[src/hdl/axsf_pkg.sv]
package axsf_pkg;
   // ****************************************
   // register map (printed offsets 0x06, 0x07 are indices)
   // ****************************************
   localparam logic [3:0] AXSF_IDX_CONFIG = 4'h6;
   localparam logic [3:0] AXSF_IDX_IDENT = 4'h7;
   localparam logic [3:0] AXSF_IDX_CTRL = 4'h8;
   localparam logic [3:0] AXSF_IDX_IRQ_STAT = 4'h9;
   localparam logic [3:0] AXSF_IDX_IRQ_EN = 4'ha;
   localparam logic [3:0] AXSF_IDX_IRQ_CLR = 4'hb;
   localparam logic [15:0] AXSF_CONFIG_RESET = 16'h0800;
   localparam logic [15:0] AXSF_CONFIG_WMASK = 16'h0fff;
   // ****************************************
   // field positions of aux_io_configuration
   // ****************************************
   localparam int AXSF_B_HOLD_EN = 11;
   localparam int AXSF_B_FAULT_FN_HI = 10;
   localparam int AXSF_B_FAULT_FN_LO = 9;
   localparam int AXSF_B_FAULT_LEVEL = 8;
   localparam int AXSF_B_OUT3 = 7;
   localparam int AXSF_B_OUT2 = 6;
   localparam int AXSF_B_IN_SEL1 = 5;
   localparam int AXSF_B_IN_SEL0 = 4;
   localparam int AXSF_B_OUT_SEL1 = 3;
   localparam int AXSF_B_OUT_SEL0 = 2;
   localparam int AXSF_B_LEVEL1 = 1;
   localparam int AXSF_B_LEVEL0 = 0;
   // control register (own): bit0 per_channel_hold_mode, bit1 multi_channel
   localparam int AXSF_B_PER_CH_HOLD = 0;
   localparam int AXSF_B_MULTI_CH = 1;
   // irq bits: 0 hold asserted, 1 fault flag rose, 2 switch stalled
   localparam int AXSF_IRQ_W = 3;
   typedef enum logic [1:0] {
      AXSF_FN_OFF = 2'b00,
      AXSF_FN_INPUT = 2'b01,
      AXSF_FN_WIRED_OR = 2'b10,
      AXSF_FN_GPO = 2'b11
   } axsf_fault_fn_t;
endpackage

[src/hdl/axsf_top.sv]
`timescale 1ns/100ps
`default_nettype none
// How it works
// - hold enable set: low hold resets modulator
// - per-channel mode: no immediate reset, multi-channel only
// - held pin at switch blocks new conversion
// - hold pin high releases, next conversion starts
// - fault function resets zero, 00 disables
// - 01: inverted pin ORed into fault flag
// - 01: pin level readable via level bit
// - 10: open-drain inverted OR of errors
// - 11: push-pull output follows level bit
// - level bit drives output, reads input
// - bits 7,6 write-only levels of outputs 3,2
// - bits 5,4 select input, reset zero
// - bits 3,2 select output, reset zero
// - bits 1,0 output level or readback
// - identity register read-only fixed code
// - configuration register resets to 0x0800
module axsf_top
   import axsf_pkg::*;
#(
   // arbitrary neutral value
   parameter logic [15:0] PART_CODE = 16'h5a10
) (
   // clock and reset
   input wire logic clk,
   input wire logic sys_rst,
   // apb slave
   input wire logic psel,
   input wire logic penable,
   input wire logic pwrite,
   input wire logic [5:0] paddr,
   input wire logic [31:0] pwdata,
   output logic [31:0] prdata,
   output logic pready,
   output logic pslverr,
   // converter core
   input wire logic core_error,
   input wire logic channel_switch_due,
   output logic core_reset,
   output logic conversion_start,
   output logic fault_status,
   // hold pin
   input wire logic hold_n_in,
   // fault pin
   input wire logic fault_in,
   output logic fault_out,
   output logic fault_oe,
   // output-only pins
   output logic aux_out3,
   output logic aux_out2,
   // bidirectional pins
   input wire logic aux_bidir1_in,
   input wire logic aux_bidir0_in,
   output logic aux_bidir1_out,
   output logic aux_bidir0_out,
   output logic aux_bidir1_oe,
   output logic aux_bidir0_oe,
   // interrupt
   output logic irq
);
   // ****************************************
   // pin synchronisers
   // ****************************************
   logic [3:0] sync1_q;
   logic [3:0] sync2_q;
   always_ff @(posedge clk) begin
      sync1_q <= {hold_n_in, fault_in, aux_bidir1_in, aux_bidir0_in};
      sync2_q <= sync1_q;
   end
   wire logic hold_n_s = sync2_q[3];
   wire logic fault_s = sync2_q[2];
   wire logic bidir1_s = sync2_q[1];
   wire logic bidir0_s = sync2_q[0];

   // ****************************************
   // apb decode
   // ****************************************
   logic [15:0] config_q;
   logic [1:0] ctrl_q;
   logic [AXSF_IRQ_W-1:0] irq_stat_q;
   logic [AXSF_IRQ_W-1:0] irq_en_q;
   wire logic [3:0] reg_idx = paddr[5:2];
   wire logic access = psel && penable;
   // act once, at the edge ending the first access cycle; unmapped is ignored
   wire logic wr = access && pwrite && !pready && mapped;
   wire logic rd = access && !pwrite && !pready && mapped;
   wire logic hit_cfg = reg_idx == AXSF_IDX_CONFIG;
   wire logic hit_id = reg_idx == AXSF_IDX_IDENT;
   wire logic hit_ctrl = reg_idx == AXSF_IDX_CTRL;
   wire logic hit_stat = reg_idx == AXSF_IDX_IRQ_STAT;
   wire logic hit_en = reg_idx == AXSF_IDX_IRQ_EN;
   wire logic hit_clr = reg_idx == AXSF_IDX_IRQ_CLR;
   wire logic mapped = (hit_cfg || hit_id || hit_ctrl || hit_stat || hit_en || hit_clr) && paddr[1:0] == 2'h0;

   // ****************************************
   // pin configuration
   // ****************************************
   wire axsf_fault_fn_t fault_fn = axsf_fault_fn_t'(config_q[AXSF_B_FAULT_FN_HI:AXSF_B_FAULT_FN_LO]);
   wire logic drive1 = config_q[AXSF_B_OUT_SEL1];
   wire logic drive0 = config_q[AXSF_B_OUT_SEL0];
   wire logic sense1 = config_q[AXSF_B_IN_SEL1] && !drive1;
   wire logic sense0 = config_q[AXSF_B_IN_SEL0] && !drive0;
   // pin readback seen through bits 8, 1, 0
   wire logic level1_rd = sense1 ? bidir1_s : config_q[AXSF_B_LEVEL1];
   wire logic level0_rd = sense0 ? bidir0_s : config_q[AXSF_B_LEVEL0];
   wire logic fault_level_rd = (fault_fn == AXSF_FN_INPUT) ? fault_s : config_q[AXSF_B_FAULT_LEVEL];
   // bits 7,6 are write-only and read as zero
   wire logic [15:0] config_rd = {config_q[15:9], fault_level_rd, 2'b00, config_q[5:2], level1_rd, level0_rd};

   // ****************************************
   // fault flag
   // ****************************************
   // the fault pin is low-active when used as an input
   wire logic pin_fault = (fault_fn == AXSF_FN_INPUT) && !fault_s;
   wire logic fault_d = core_error || pin_fault;

   // ****************************************
   // hold logic
   // ****************************************
   wire logic hold_en = config_q[AXSF_B_HOLD_EN];
   wire logic alt_mode = ctrl_q[AXSF_B_PER_CH_HOLD] && ctrl_q[AXSF_B_MULTI_CH];
   wire logic immediate_reset = hold_en && !alt_mode && !hold_n_s;
   logic stalled_q;
   wire logic due_held = hold_en && alt_mode && channel_switch_due && !hold_n_s;
   wire logic release_start = stalled_q && hold_n_s;
   wire logic start_d = (hold_en && alt_mode) ? ((channel_switch_due && hold_n_s && !stalled_q) || release_start) : channel_switch_due;
   logic fault_prev_q;
   logic hold_prev_q;
   wire logic [AXSF_IRQ_W-1:0] irq_ev = {due_held && !stalled_q, fault_d && !fault_prev_q, immediate_reset && hold_prev_q};

   // ****************************************
   // registers
   // ****************************************
   always_ff @(posedge clk) begin
      if (sys_rst) begin
         config_q <= AXSF_CONFIG_RESET;
         ctrl_q <= 2'b00;
         irq_en_q <= '0;
         irq_stat_q <= '0;
         stalled_q <= 1'b0;
         fault_prev_q <= 1'b0;
         hold_prev_q <= 1'b1;
      end else begin
         if (wr && hit_cfg) begin
            config_q <= pwdata[15:0] & AXSF_CONFIG_WMASK;
         end
         if (wr && hit_ctrl) begin
            ctrl_q <= pwdata[1:0];
         end
         if (wr && hit_en) begin
            irq_en_q <= pwdata[AXSF_IRQ_W-1:0];
         end
         // set wins over clear
         irq_stat_q <= (irq_stat_q & ~((wr && hit_clr) ? pwdata[AXSF_IRQ_W-1:0] : '0)) | irq_ev;
         if (due_held) begin
            stalled_q <= 1'b1;
         end else if (release_start || !(hold_en && alt_mode)) begin
            stalled_q <= 1'b0;
         end
         fault_prev_q <= fault_d;
         hold_prev_q <= !immediate_reset;
      end
   end

   // ****************************************
   // outputs
   // ****************************************
   always_ff @(posedge clk) begin
      if (sys_rst) begin
         prdata <= 32'h0000_0000;
         pready <= 1'b0;
         pslverr <= 1'b0;
         core_reset <= 1'b0;
         conversion_start <= 1'b0;
         fault_status <= 1'b0;
         fault_out <= 1'b0;
         fault_oe <= 1'b0;
         aux_out3 <= 1'b0;
         aux_out2 <= 1'b0;
         aux_bidir1_out <= 1'b0;
         aux_bidir0_out <= 1'b0;
         aux_bidir1_oe <= 1'b0;
         aux_bidir0_oe <= 1'b0;
         irq <= 1'b0;
      end else begin
         // one wait state: answer in the second access cycle
         pready <= access && !pready;
         pslverr <= access && !pready && !mapped;
         prdata <= 32'h0000_0000;
         if (rd && !pready) begin
            if (hit_cfg) prdata <= {16'h0000, config_rd};
            if (hit_id) prdata <= {16'h0000, PART_CODE};
            if (hit_ctrl) prdata <= {30'h0, ctrl_q};
            if (hit_stat) prdata <= {29'h0, irq_stat_q};
            if (hit_en) prdata <= {29'h0, irq_en_q};
         end
         core_reset <= immediate_reset;
         conversion_start <= start_d;
         fault_status <= fault_d;
         case (fault_fn)
            AXSF_FN_OFF: begin
               fault_out <= 1'b0;
               fault_oe <= 1'b0;
            end
            AXSF_FN_INPUT: begin
               fault_out <= 1'b0;
               fault_oe <= 1'b0;
            end
            AXSF_FN_WIRED_OR: begin
               // drive low only on error, let the shared pull-up do the rest
               fault_out <= 1'b0;
               fault_oe <= core_error;
            end
            AXSF_FN_GPO: begin
               fault_out <= config_q[AXSF_B_FAULT_LEVEL];
               fault_oe <= 1'b1;
            end
            default: begin
               fault_out <= 1'b0;
               fault_oe <= 1'b0;
            end
         endcase
         aux_out3 <= config_q[AXSF_B_OUT3];
         aux_out2 <= config_q[AXSF_B_OUT2];
         aux_bidir1_out <= config_q[AXSF_B_LEVEL1];
         aux_bidir0_out <= config_q[AXSF_B_LEVEL0];
         aux_bidir1_oe <= drive1;
         aux_bidir0_oe <= drive0;
         irq <= |(irq_stat_q & irq_en_q);
      end
   end
endmodule
`default_nettype wire

[config.mk]
export PLATFORM = sky130hd
export DESIGN_NAME = axsf_top
export DESIGN_NICKNAME = d
export VERILOG_FILES = /design/src/hdl/axsf_pkg.sv /design/src/hdl/axsf_top.sv
export SDC_FILE = /design/constraint.sdc
export NUM_CORES = 1
export LEC_CHECK = 0
export BUFFER_PORTS_ARGS = -buffer_cell sky130_fd_sc_hd__clkbuf_2
export CORE_ASPECT_RATIO = 0.7
export CORE_MARGIN = 2
export CORE_UTILIZATION = 46
export DETAILED_ROUTE_END_ITERATION = 6
export GPL_ROUTABILITY_DRIVEN = 0
export HOLD_SLACK_MARGIN = 0.08
export PLACE_DENSITY = 0.79
export SYNTH_ARGS = -nofsm -noshare
export SYNTH_HDL_FRONTEND = slang
export SYNTH_SLANG_ARGS = --single-unit
[constraint.sdc]
create_clock -name clk -period 2 [get_ports clk]
set_input_delay 0.2 -clock clk [delete_from_list [all_inputs] [get_ports clk]]
set_output_delay 0.2 -clock clk [all_outputs]
set_load 0.1 [all_outputs]
[Word-level counts from Yosys, hierarchy flattened]
Index checks and enable logic that the tools add are counted.
Storage, ports and cells
  memories kept: 0
  logic and storage cells: 115
  memory bits (read-only): 0
  RAM bits: 0
  register bits after elaboration: 74
  output and inout port bits: 46
  bits of input ports: 49
  bits in latches: 0
Cells by class
  shifts and indexed selects: 0
  muxes and demuxes: 14
  divide/modulo/power cells: 0
  magnitude comparators: 0
  $mul: 0
  reductions and logical operators: 60
  bitwise gates (word level): 6
  eq/ne operators: 9
  add/subtract/negate cells: 0
Operators by type and width (number)
  1-bit logical AND: 30
  4-bit equality test, second input constant: 4
  15-bit two-way mux: 1
  1-bit logical NOT: 12
  12-bit two-way mux: 1
  3-bit two-way mux: 4
  4-bit by 3-bit equality test with 1-bit output, second input constant: 2
  1-bit logical OR: 8
  7-bit OR reduction: 1
  3-bit bitwise AND: 2
  1-bit two-way mux: 6
  3-bit OR reduction: 2
  6-bit OR reduction: 1
  5-bit OR reduction: 1
  2-bit equality test, second input constant: 2
  2-bit logical NOT: 2
  2-bit OR reduction: 2
  3-bit inverter: 1
  3-bit OR: 1
  1-bit one-hot mux with 3 select lines: 1
  2-bit by 1-bit equality test with 1-bit output, second input constant: 1
  1-bit inverter: 2
  1-bit one-hot mux with 2 select lines: 1
  2-bit nonzero test: 1

[Depth between registers and ports, before layout]
Gate-level depths: netlist of the first run.
  word-level depth: 13
  depth in mapped cells: 6
  depth with buffers taken out: 5

[Worst setup path before layout of the first run]
OpenSTA, ideal clock, no wires.
  kind: reg-to-reg
  from: reg pready
  to: reg config_q[10]
  arrival: 1.778 ns
  period minus slack after synthesis: 1.906 ns
  library setup time: 0.128 ns
  slack: 0.094 ns
  cell stages (with the launch flop): 7
  data required time: 1.872 ns
  path buffers: 1
  cell sequence: dfxtp_1 -> nand3b_1 -> a211oi_4 -> nand3_4 -> buf_6 -> mux2i_1 -> nor2_1
Between the ends
  longest elaborated chain between the ends: 4
Ends and longest elaborated chain
  start, declared: line axsf_top.sv:36  | output logic pready,
  start signal, assigned: line axsf_top.sv:189  | pready <= access && !pready;
  1-bit logical NOT: line axsf_top.sv:87  | wire logic wr = access && pwrite && !pready && mapped;
  1-bit logical AND (2 in series): line axsf_top.sv:87
  1-bit logical AND: line axsf_top.sv:146  | if (wr && hit_cfg) begin
  end signal, assigned: line axsf_top.sv:147  | config_q <= pwdata[15:0] & AXSF_CONFIG_WMASK;
  end, declared: line axsf_top.sv:80  | logic [15:0] config_q;
Every way passes these cells.
A chain may end at the register's enable or synchronous reset.

[Worst setup path in the final report of the first run]
  from: reg pready
  to: reg config_q[11]
The elaborated chain is that of the path after synthesis.

==> results.md, run 1 <==
CTS
* 2 — maximum number of buffers from clock root to sink
* 0.09 ns — clock slew at the register clock pins of the worst setup and hold paths
* 0 — postcts setup bufs
* sky130_fd_sc_hd__clkbuf_8 — buffer type at the clock tree root
* 0 — number of gates resized after cts
* 0.30 ns — clock insertion delay at the later pin of the skew report
* 4 — CTS Hold Bufs
* 2 — H-tree Lvls
* 5 — number of CTS-inserted buffers
* built — clock tree from TritonCTS
* 55 — clk sinks

Power and ir drop
* 0.001196 uW — Leak Pwr
* 0.567 — portion of total power attributed to sequential cells
* 0.2937 — sw frac
* 0.0004702 V — IR Drop Worst-Case VDD
* 809.1 nW/um^2 — Power Dens Cells
* 0.155 — logic gate share of total power
* 0.278 — clock share of power
* 581.0 uW — total net switching power
* 1397 uW — Internal Pwr Total

Drt
* 12.60 um — mean routed wirelength per cell
* 1,533 — via total after detailed routing
* 4 — number of search-and-repair iterations in the first detailed-routing pass
* 0 — remaining design rule violation count
* 4044 um — aggregate routed wire length
* 141 — number of design-rule violations left by the first detailed-router iteration
* 0 — Final ANT Viol Nets
* 4.776 — via/cell ratio

Hold path
* in2reg — Hold Path Class
* 3 — number of instances on the worst hold path
* pwdata[6] — min-delay src

STA
* 1.555 ns — Period minus WS final
* 643.3 MHz — Highest Clock Rate
* no — setup repair after global routing missed its margin
* 0 — final count of hold timing violations
* 0 — total count of max-transition violations in the final report
* 0.006194 ns — maximum clock skew at final layout
* 0.1249 ns — hold slack final
* 0.5412 ns — Slew @ Worst Pin
* 0 — Final setup violation count
* 0.7773 — final critical-path share of the clock period
* 0.6407 — Slew headroom
* 0 ns — accumulated negative setup slack

Worst setup path
* simple AND/OR/NAND/NOR gates — largest delay contributor family on the critical path
* 5 — R2R cell count
* 2.19 ns — required time of the critical path
* 0.35 ns — largest incremental delay on the critical path
* nand3b_1, a211oi_4, nand3_4, nor3_1, a31oi_1 — chain of cells forming the critical path
* register — crit start category
* 5 — WP depth
* sky130_fd_sc_hd__a211oi_4 — cell at the slowest stage of the critical path
* register — critical path endpoint category
* 13 — Critical Path Fanout Max
* 1.74 ns — data arrival time at the worst-slack endpoint
* 0 — Buf+Inv Stages, Crit Path
* reg2reg — Setup Crit Path Kind
* pready — CP Launch Point
* pready — startpoint of the worst register-to-register path

Floorplan
* 84.44 um — floorplan die width
* 95 — I/O pin count
* 60.31 um — Chip Height
* 5092 um^2 — floorplan die area
* 20 — number of cell rows
* 0.4784 — initial standard-cell utilization of the core
* 4354 um^2 — Placeable Area

Placed design
* 2993 um — HPWL Detailed
* 54 — count of input and output buffers

Logic synthesis
* 0 — number of flops mapped to enable cells by yosys
* 39 — count of unique library cells instantiated by Yosys
* 2083 um^2 — Netlist Area Pre-Place
* 0.5285 — Seq/Total Area, Yosys
* 0.5285 — share of Yosys cell area claimed by the top area cell type
* 0 — Yosys warnings
* 206 — post-synthesis cell count
* sky130_fd_sc_hd__dfxtp_1 53%, sky130_fd_sc_hd__mux2i_1 8.2%, sky130_fd_sc_hd__buf_4 7.6% — dominant cells by area after synthesis
* sky130_fd_sc_hd__dfxtp_1 — prevailing post-synth register cell
* 0 — share of synthesized registers carrying an async set or reset
* sky130_fd_sc_hd__dfxtp_1 — largest area contributor in the netlist
* 55 — post-synthesis sequential element count
* 10.11 um^2 — post-synthesis area per instance

Layout
* 0 — ANT cells
* 17.36% — Syn-to-layout area delta
* 0.2594 — ratio of cells with drive above 1 in the final layout
* 316 — Net count, final

Status
* finished, final reports clean — outcome

GRT
* 0 — antenna violations before repair
* 21 — largest net degree at the start of global routing
* 0.1693 — combined global-route utilization of all metal layers
* 6499 um — first-pass GRT wire length
* 0 — final global-route overflow total
* 1,400 — via count of the first global-routing pass

Run
* 0 — max capacitance violation total

sequential cells by signal, indices dropped and copies added, names as in the netlist:
register / cells
stalled_q: 1
aux_bidir1_oe: 1
sync1_q: 4
irq_stat_q: 3
conversion_start: 1
aux_out2: 1
prdata: 11
aux_bidir0_out: 1
fault_status: 1
config_q: 12
pready: 1
core_reset: 1
ctrl_q: 2
aux_bidir0_oe: 1
hold_prev_q: 1
irq_en_q: 3
aux_bidir1_out: 1
fault_oe: 1
irq: 1
aux_out3: 1
sync2_q: 4
fault_out: 1
pslverr: 1
Yosys cell counts (2+ instances only):
library cell                n
sky130_fd_sc_hd__a21oi_1    5
sky130_fd_sc_hd__a31o_2     2
sky130_fd_sc_hd__and2_1     3
sky130_fd_sc_hd__buf_4     21
sky130_fd_sc_hd__clkbuf_1   3
sky130_fd_sc_hd__dfxtp_1   55
sky130_fd_sc_hd__inv_1      4
sky130_fd_sc_hd__mux2_2     2
sky130_fd_sc_hd__mux2i_1   17
sky130_fd_sc_hd__nand2_1    8
sky130_fd_sc_hd__nand2b_1   3
sky130_fd_sc_hd__nand3_1    3
sky130_fd_sc_hd__nand3b_1   4
sky130_fd_sc_hd__nand4b_1   2
sky130_fd_sc_hd__nor2_1    32
sky130_fd_sc_hd__nor2b_1   12
sky130_fd_sc_hd__nor3_1     5
sky130_fd_sc_hd__o21ai_0    4
stage by stage:
step,instance area (um^2),cells,setup WS [ns],power [uW],util
finish,2445,321,0.4454,1978,0.5615
global route,2445,321,0.3064,2051,0.5615
CTS,2445,321,0.4274,1992,0.5615
detailed placement,2332,311,0.3291,1447,0.5356
global placement,2332,311,0.3203,1445,0.5356
floorplan,2155,225,0.09388,1422,-
path summary, 6_finish.rpt:
check	end	slack, ns
worst max-delay path	config_q[11]	0.45
worst min-delay path	config_q[6]	0.12
worst max register to register	config_q[11]	0.45
worst min register to register	sync2_q[2]	0.33
power by group through the flow:
stage,sequential (uW),combinational [uW],clock [uW]
2_1_floorplan,1180,242,0
3_3_place_gp,1150,299,0
4_1_cts,1120,307,563
5_1_grt,1120,323,604
3_5_place_dp,1150,301,0
6_report,1120,308,549
area by class of cell:
type	count	area [um^2]
Clock buffer	6	72.57
Fill cell	411	1909
Inverter	4	15.01
Multi-Input combinational cell	140	854.6
Sequential cell	55	1101
Tap cell	55	68.82
Timing Repair Buffer	61	332.8
logic make-up (layout without fill, tap and decap cells):
| group | after synthesis | after routing | synth area share |
|---|---|---|---|
| other cells | 1 | 20 | 0.001800 |
| buf+inv | 30 | 71 | 0.09549 |
| flops | 55 | 55 | 0.5285 |
| mux | 19 | 19 | 0.09249 |
| compound gates | 23 | 23 | 0.08469 |
| simple gates | 78 | 78 | 0.1970 |
worst min-delay path: stages:
cell and delay, ns:
sky130_fd_sc_hd__clkbuf_2 0.08, sky130_fd_sc_hd__mux2i_1 0.05, sky130_fd_sc_hd__nor2_1 0.07
cell usage in the layout (no fill, tap or decap), drive strengths merged:
cell	netlist	layout
a2111oi	1	1
a211oi	2	2
a21o	1	1
a21oi	5	5
a222oi	1	1
a22o	1	1
a31o	2	2
a31oi	1	1
a32o	1	1
a41oi	1	1
and2	3	3
and2b	1	1
and4	1	1
buf	23	3
clkbuf	3	60
conb	1	20
dfxtp	55	55
dlygate4sd3	0	4
inv	4	4
mux2	2	2
mux2i	17	17
nand2	8	8
nand2b	3	3
nand3	4	4
nand3b	4	4
nand4b	2	2
nor2	32	32
nor2b	12	12
nor3	5	5
nor4	1	1
nor4b	1	1
o211a	1	1
o21ai	4	4
o31a	1	1
o31ai	1	1
or3b	1	1
layer usage:
metal / share of wire / global-route usage
met1: 0.48 / 0.2283
met2: 0.43 / 0.2619
met3: 0.078 / 0.04834
met4: 0.014 / 0.06803
met5: 0 / 0
Note: power is estimated with default switching activity, not from simulation.
==> run 2, diff against run 1 <==
--- a/config.mk
+++ b/config.mk
@@ -8,11 +8,11 @@
 export BUFFER_PORTS_ARGS = -buffer_cell sky130_fd_sc_hd__clkbuf_2
 export CORE_ASPECT_RATIO = 0.7
 export CORE_MARGIN = 2
-export CORE_UTILIZATION = 46
+export CORE_UTILIZATION = 41
 export DETAILED_ROUTE_END_ITERATION = 6
 export GPL_ROUTABILITY_DRIVEN = 0
 export HOLD_SLACK_MARGIN = 0.08
-export PLACE_DENSITY = 0.79
+export PLACE_DENSITY = 0.74
 export SYNTH_ARGS = -nofsm -noshare
 export SYNTH_HDL_FRONTEND = slang
 export SYNTH_SLANG_ARGS = --single-unit
==> constraint.sdc (replaced) <==
create_clock -name clk -period 1.26 [get_ports clk]
set_input_delay 0.126 -clock clk [delete_from_list [all_inputs] [get_ports clk]]
set_output_delay 0.126 -clock clk [all_outputs]
set_load 0.1 [all_outputs]
==> results.md, run 2 (synthesis results as in run 1) <==
CTS
* 0.09 ns — clock slew at the register clock pins of the worst setup and hold paths
* sky130_fd_sc_hd__clkbuf_8 — buffer type at the clock tree root
* 2 — H-tree Lvls
* 2 — maximum number of buffers from clock root to sink
* 5 — number of CTS-inserted buffers
* built — clock tree from TritonCTS
* 0.30 ns — clock insertion delay at the later pin of the skew report
* 55 — clk sinks

Worst setup path
* ctrl_q[0] — reg2reg end
* register — crit start category
* 3 — Critical Path Fanout Max
* 1 — Buf+Inv Stages, Crit Path
* pready — startpoint of the worst register-to-register path
* sky130_fd_sc_hd__nand3b_1 — critical path's most frequent cell
* nand3b_1, a211oi_4, buf_4, nand3b_1, mux2i_1, nor2_1 — chain of cells forming the critical path
* 0.35 ns — largest incremental delay on the critical path
* reg2reg — Setup Crit Path Kind
* 1.70 ns — data arrival time at the worst-slack endpoint
* simple AND/OR/NAND/NOR gates — largest delay contributor family on the critical path
* -0.24 ns — flop-to-flop setup slack
* 1.46 ns — required time of the critical path
* sky130_fd_sc_hd__dfxtp_4 — cell at the slowest stage of the critical path
* 6 — R2R cell count
* register — critical path endpoint category

GRT
* 6996 um — first-pass GRT wire length
* 0.1619 — combined global-route utilization of all metal layers
* 1,522 — via count of the first global-routing pass
* 0 — antenna violations before repair
* 0 — final global-route overflow total
* 17 — largest net degree at the start of global routing

Layout
* 53 x sky130_fd_sc_hd__dfxtp_1, 47 x sky130_fd_sc_hd__buf_4, 28 x sky130_fd_sc_hd__clkbuf_2 — most frequent cells in the layout
* 12 — Largest register FFs
* 0.3695 — ratio of cells with drive above 1 in the final layout
* 0 — ANT cells
* sky130_fd_sc_hd__dfxtp_1 — most common cell after layout, fill and taps aside
* 343 — Net count, final
* config_q — Biggest register
* 38.62% — Syn-to-layout area delta
* config_q: 12 flops, prdata: 11 flops — registers with the highest flip-flop counts

Placed design
* 3232 um — HPWL Detailed
* -0.3291 ns — post-placement setup slack
* 54 — count of input and output buffers

Drt
* 0 — remaining design rule violation count
* 1,681 — via total after detailed routing
* 4.618 — via/cell ratio
* 4567 um — aggregate routed wire length
* 12.55 um — mean routed wirelength per cell
* 4 — number of search-and-repair iterations in the first detailed-routing pass
* 87 — number of design-rule violations left by the first detailed-router iteration
* 0 — Final ANT Viol Nets

STA
* yes — setup repair after global routing missed its margin
* 666.7 MHz — Highest Clock Rate
* 0 — final count of hold timing violations
* 31 — Final setup violation count
* 0.006105 ns — maximum clock skew at final layout
* -0.2399 ns — least setup slack across all paths after layout
* 0 — total count of max-transition violations in the final report
* 1.500 ns — Period minus WS final
* 1.190 — final critical-path share of the clock period

Hold path
* 3 — number of instances on the worst hold path
* in2reg — Hold Path Class
* pwdata[3] — min-delay src
* config_q[3] — sink of the worst hold path

Floorplan
* 5677 um^2 — floorplan die area
* 95 — I/O pin count
* 63.64 um — Chip Height
* 89.20 um — floorplan die width
* 21 — number of cell rows
* 4835 um^2 — Placeable Area
* 0.4309 — initial standard-cell utilization of the core

Power and ir drop
* 0.0006118 V — IR Drop Worst-Case VDD
* 1209 nW/um^2 — Power Dens Cells
* 3492 uW — overall power after layout
* 0.001400 uW — Leak Pwr

Run
* 0 — max capacitance violation total

Status
* finished with violations — outcome
* setup timing — failing checks

-- run 2: timing repair --
action	CTS	global route
resized for setup	14	5
endpoints found under the hold margin	9	2
pin swaps	14	4
endpoints found under the setup margin	31	31
setup buffers	3	1
hold buffers	8	2
cloned	0	0
-- run 2: how the worst max path moves through the flow --
stage | cells past startpoint | startpoint | endpoint | slack, ns
finish | 6 | pready | ctrl_q[0] | -0.24
global route | 6 | pready | ctrl_q[0] | -0.36
CTS | 6 | pready | ctrl_q[0] | -0.25
detailed placement | 6 | paddr[1] | config_q[10] | -0.33
global placement | 6 | paddr[1] | config_q[7] | -0.28
floorplan | 4 | pready | irq_stat_q[0] | -0.29
-- run 2: stage by stage --
stage / instances / setup TNS [ns] / hold WS [ns] / util / instance area [um^2]
5_1_grt: 364 / -8.130 / 0.08467 / 0.5973 / 2888
3_5_place_dp: 342 / -7.598 / 0.2299 / 0.5280 / 2552
6_report: 364 / -5.190 / 0.08252 / 0.5973 / 2888
4_1_cts: 361 / -4.910 / 0.08080 / 0.5862 / 2834
3_3_place_gp: 342 / -6.945 / 0.2305 / 0.5280 / 2552
2_1_floorplan: 225 / -5.386 / 0.1537 / - / 2168
-- run 2: power by group --
group	leakage (uW)	internal [uW]	switching [uW]
Combinational	0.000889	123	430
Sequential	0.000449	1770	13.9
Clock	0.0000612	643	516
-- run 2: worst min-delay path, cell delays in order --
cell and delay, ns:
sky130_fd_sc_hd__clkbuf_2 0.08, sky130_fd_sc_hd__mux2i_1 0.06, sky130_fd_sc_hd__nor2_1 0.08
-- run 2: per-layer routing --
layer  routed length (um)  track usage  up-vias
met5                    0            0        -
met4                   73      0.06903        0
met3                  333      0.06160        7
met2                 2077       0.2352       64
met1                 2083       0.2130      776
li1                     -            -      834
-- run 2: final cells by class --
class	count	area, um^2
Clock buffer	6	82.58
Clock inverter	2	35.03
Fill cell	444	1947
Inverter	4	15.01
Multi-Input combinational cell	140	927.1
Sequential cell	55	1106
Tap cell	69	86.33
Timing Repair Buffer	88	635.6
==> run 3, diff against run 2 <==
--- a/config.mk
+++ b/config.mk
@@ -13,6 +13,7 @@
 export GPL_ROUTABILITY_DRIVEN = 0
 export HOLD_SLACK_MARGIN = 0.08
 export PLACE_DENSITY = 0.74
+export RECOVER_POWER = 100
 export SYNTH_ARGS = -nofsm -noshare
 export SYNTH_HDL_FRONTEND = slang
 export SYNTH_SLANG_ARGS = --single-unit
==> results.md, run 3 (synthesis results as in run 1) <==
STA
* 666.1 MHz — Highest Clock Rate
* 1.191 — final critical-path share of the clock period
* 0 — total count of max-transition violations in the final report
* yes — setup repair after global routing missed its margin
* 31 — Final setup violation count
* 0.006535 ns — maximum clock skew at final layout
* 1.501 ns — Period minus WS final
* -0.2412 ns — least setup slack across all paths after layout
* 0 — final count of hold timing violations

Worst setup path
* register — crit start category
* 0.35 ns — largest incremental delay on the critical path
* 1 — Buf+Inv Stages, Crit Path
* nand3b_1, a211oi_4, buf_4, nand3b_1, mux2i_1, nor2_1 — chain of cells forming the critical path
* 3 — Critical Path Fanout Max
* sky130_fd_sc_hd__dfxtp_4 — cell at the slowest stage of the critical path
* simple AND/OR/NAND/NOR gates — largest delay contributor family on the critical path
* 1.70 ns — data arrival time at the worst-slack endpoint
* reg2reg — Setup Crit Path Kind
* 1.46 ns — required time of the critical path
* sky130_fd_sc_hd__nand3b_1 — critical path's most frequent cell
* register — critical path endpoint category

GRT
* 0.2352 — met2 Use GR
* met2 — busiest metal layer after global routing
* 0.2130 — GR Layer Usage met1
* 0.06160 — met3 Resource Use GR
* 6996 um — first-pass GRT wire length
* 0 — antenna violations before repair
* 1,522 — via count of the first global-routing pass
* 0.1619 — combined global-route utilization of all metal layers
* 0 — final global-route overflow total
* 17 — largest net degree at the start of global routing

Drt
* 0 — Final ANT Viol Nets
* 75 — number of design-rule violations left by the first detailed-router iteration
* 0 — remaining design rule violation count
* 4.626 — via/cell ratio
* 4 — number of search-and-repair iterations in the first detailed-routing pass
* 1,684 — via total after detailed routing
* 4581 um — aggregate routed wire length
* 12.59 um — mean routed wirelength per cell

CTS
* sky130_fd_sc_hd__clkbuf_8 — buffer type at the clock tree root
* 2 — maximum number of buffers from clock root to sink
* 2 — H-tree Lvls
* 5 — number of CTS-inserted buffers
* 0.09 ns — clock slew at the register clock pins of the worst setup and hold paths
* 55 — clk sinks
* 0.30 ns — clock insertion delay at the later pin of the skew report
* built — clock tree from TritonCTS

Floorplan
* 21 — number of cell rows
* 4835 um^2 — Placeable Area
* 63.64 um — Chip Height
* 5677 um^2 — floorplan die area
* 95 — I/O pin count
* 0.4309 — initial standard-cell utilization of the core
* 89.20 um — floorplan die width

Placed design
* 342 — dpl cells
* 3232 um — HPWL Detailed
* -0.3291 ns — post-placement setup slack
* 54 — count of input and output buffers

Layout
* 38.20% — Syn-to-layout area delta
* config_q — Biggest register
* 343 — Net count, final
* sky130_fd_sc_hd__dfxtp_1 — most common cell after layout, fill and taps aside
* 0 — ANT cells
* 53 x sky130_fd_sc_hd__dfxtp_1, 45 x sky130_fd_sc_hd__buf_4, 27 x sky130_fd_sc_hd__clkbuf_2 — most frequent cells in the layout
* 364 — number of cells in the finished layout apart from fillers
* 447 — Fill cells
* 0.3593 — ratio of cells with drive above 1 in the final layout
* 12 — Largest register FFs
* config_q: 12 flops, prdata: 11 flops — registers with the highest flip-flop counts

Status
* setup timing — failing checks
* finished with violations — outcome

Power and ir drop
* 1213 nW/um^2 — Power Dens Cells
* 0.001388 uW — Leak Pwr
* 0.0006118 V — IR Drop Worst-Case VDD
* 3492 uW — overall power after layout

Hold path
* in2reg — Hold Path Class

Run
* 0 — max capacitance violation total

==> run 3: cell count changes in the layout (fill, tap and decap cells not counted) <==
| cell | previous run | this run |
|---|---|---|
| sky130_fd_sc_hd__clkbuf_1 | 0 | 3 |
| sky130_fd_sc_hd__buf_4 | 47 | 45 |
| sky130_fd_sc_hd__clkbuf_2 | 28 | 27 |
==> run 3: tightest hold or removal path, stage by stage <==
cell                       delay [ns]
sky130_fd_sc_hd__clkbuf_2        0.08
sky130_fd_sc_hd__mux2i_1         0.05
sky130_fd_sc_hd__nor2_1          0.08
==> run 3: path summary, 6_finish.rpt <==
kind | start | endpoint | slack, ns | depth (start not counted)
max | pready | ctrl_q[0] | -0.24 | 6
min | pwdata[8] | config_q[8] | 0.08 | 3
max reg2reg | pready | ctrl_q[0] | -0.24 | 6
min reg2reg | sync1_q[0] | sync2_q[0] | 0.33 | 0
==> run 3: timing repair <==
item / CTS / global route
endpoints found under the hold margin: 9 / 2
hold buffers: 8 / 2
resized for setup: 14 / 5
setup endpoints to repair: 31 / 31
pin swaps: 14 / 4
setup buffers: 3 / 1
==> run 3: report_power, final <==
group          switching, uW  leakage, uW  internal, uW  total, uW
logic                    430     0.000878           123        553
clock network            517    0.0000612           643       1160
registers               13.9     0.000449          1770       1780
==> run 3: final cells by class <==
cell class / instances / area [um^2] / area share
flip-flops and latches: 55 / 1106 / 0.3842
multi-input cells: 140 / 927.1 / 0.3220
repair buffers: 88 / 626.9 / 0.2177
well taps: 69 / 86.33 / 0.02999
clock buffers: 6 / 82.58 / 0.02868
clock inverters: 2 / 35.03 / 0.01217
inverters: 4 / 15.01 / 0.005215
==> run 3: metrics by stage <==
step                      area [um^2]  setup TNS [ns]    util  hold WS, ns
after detailed placement         2552          -7.598  0.5280       0.2299
final                            2879          -5.161  0.5955      0.08326
after CTS                        2834          -4.910  0.5862      0.08080
after global routing             2879          -8.130  0.5955      0.08467
after global placement           2552          -6.945  0.5280       0.2305
after floorplan                  2168          -5.386       -       0.1537
==> run 3: routing by layer <==
| metal | wire length, um | up-vias |
|---|---|---|
| met5 | 0 | - |
| met4 | 73 | 0 |
| met3 | 322 | 7 |
| met2 | 2075 | 59 |
| met1 | 2109 | 783 |
| li1 | - | 835 |
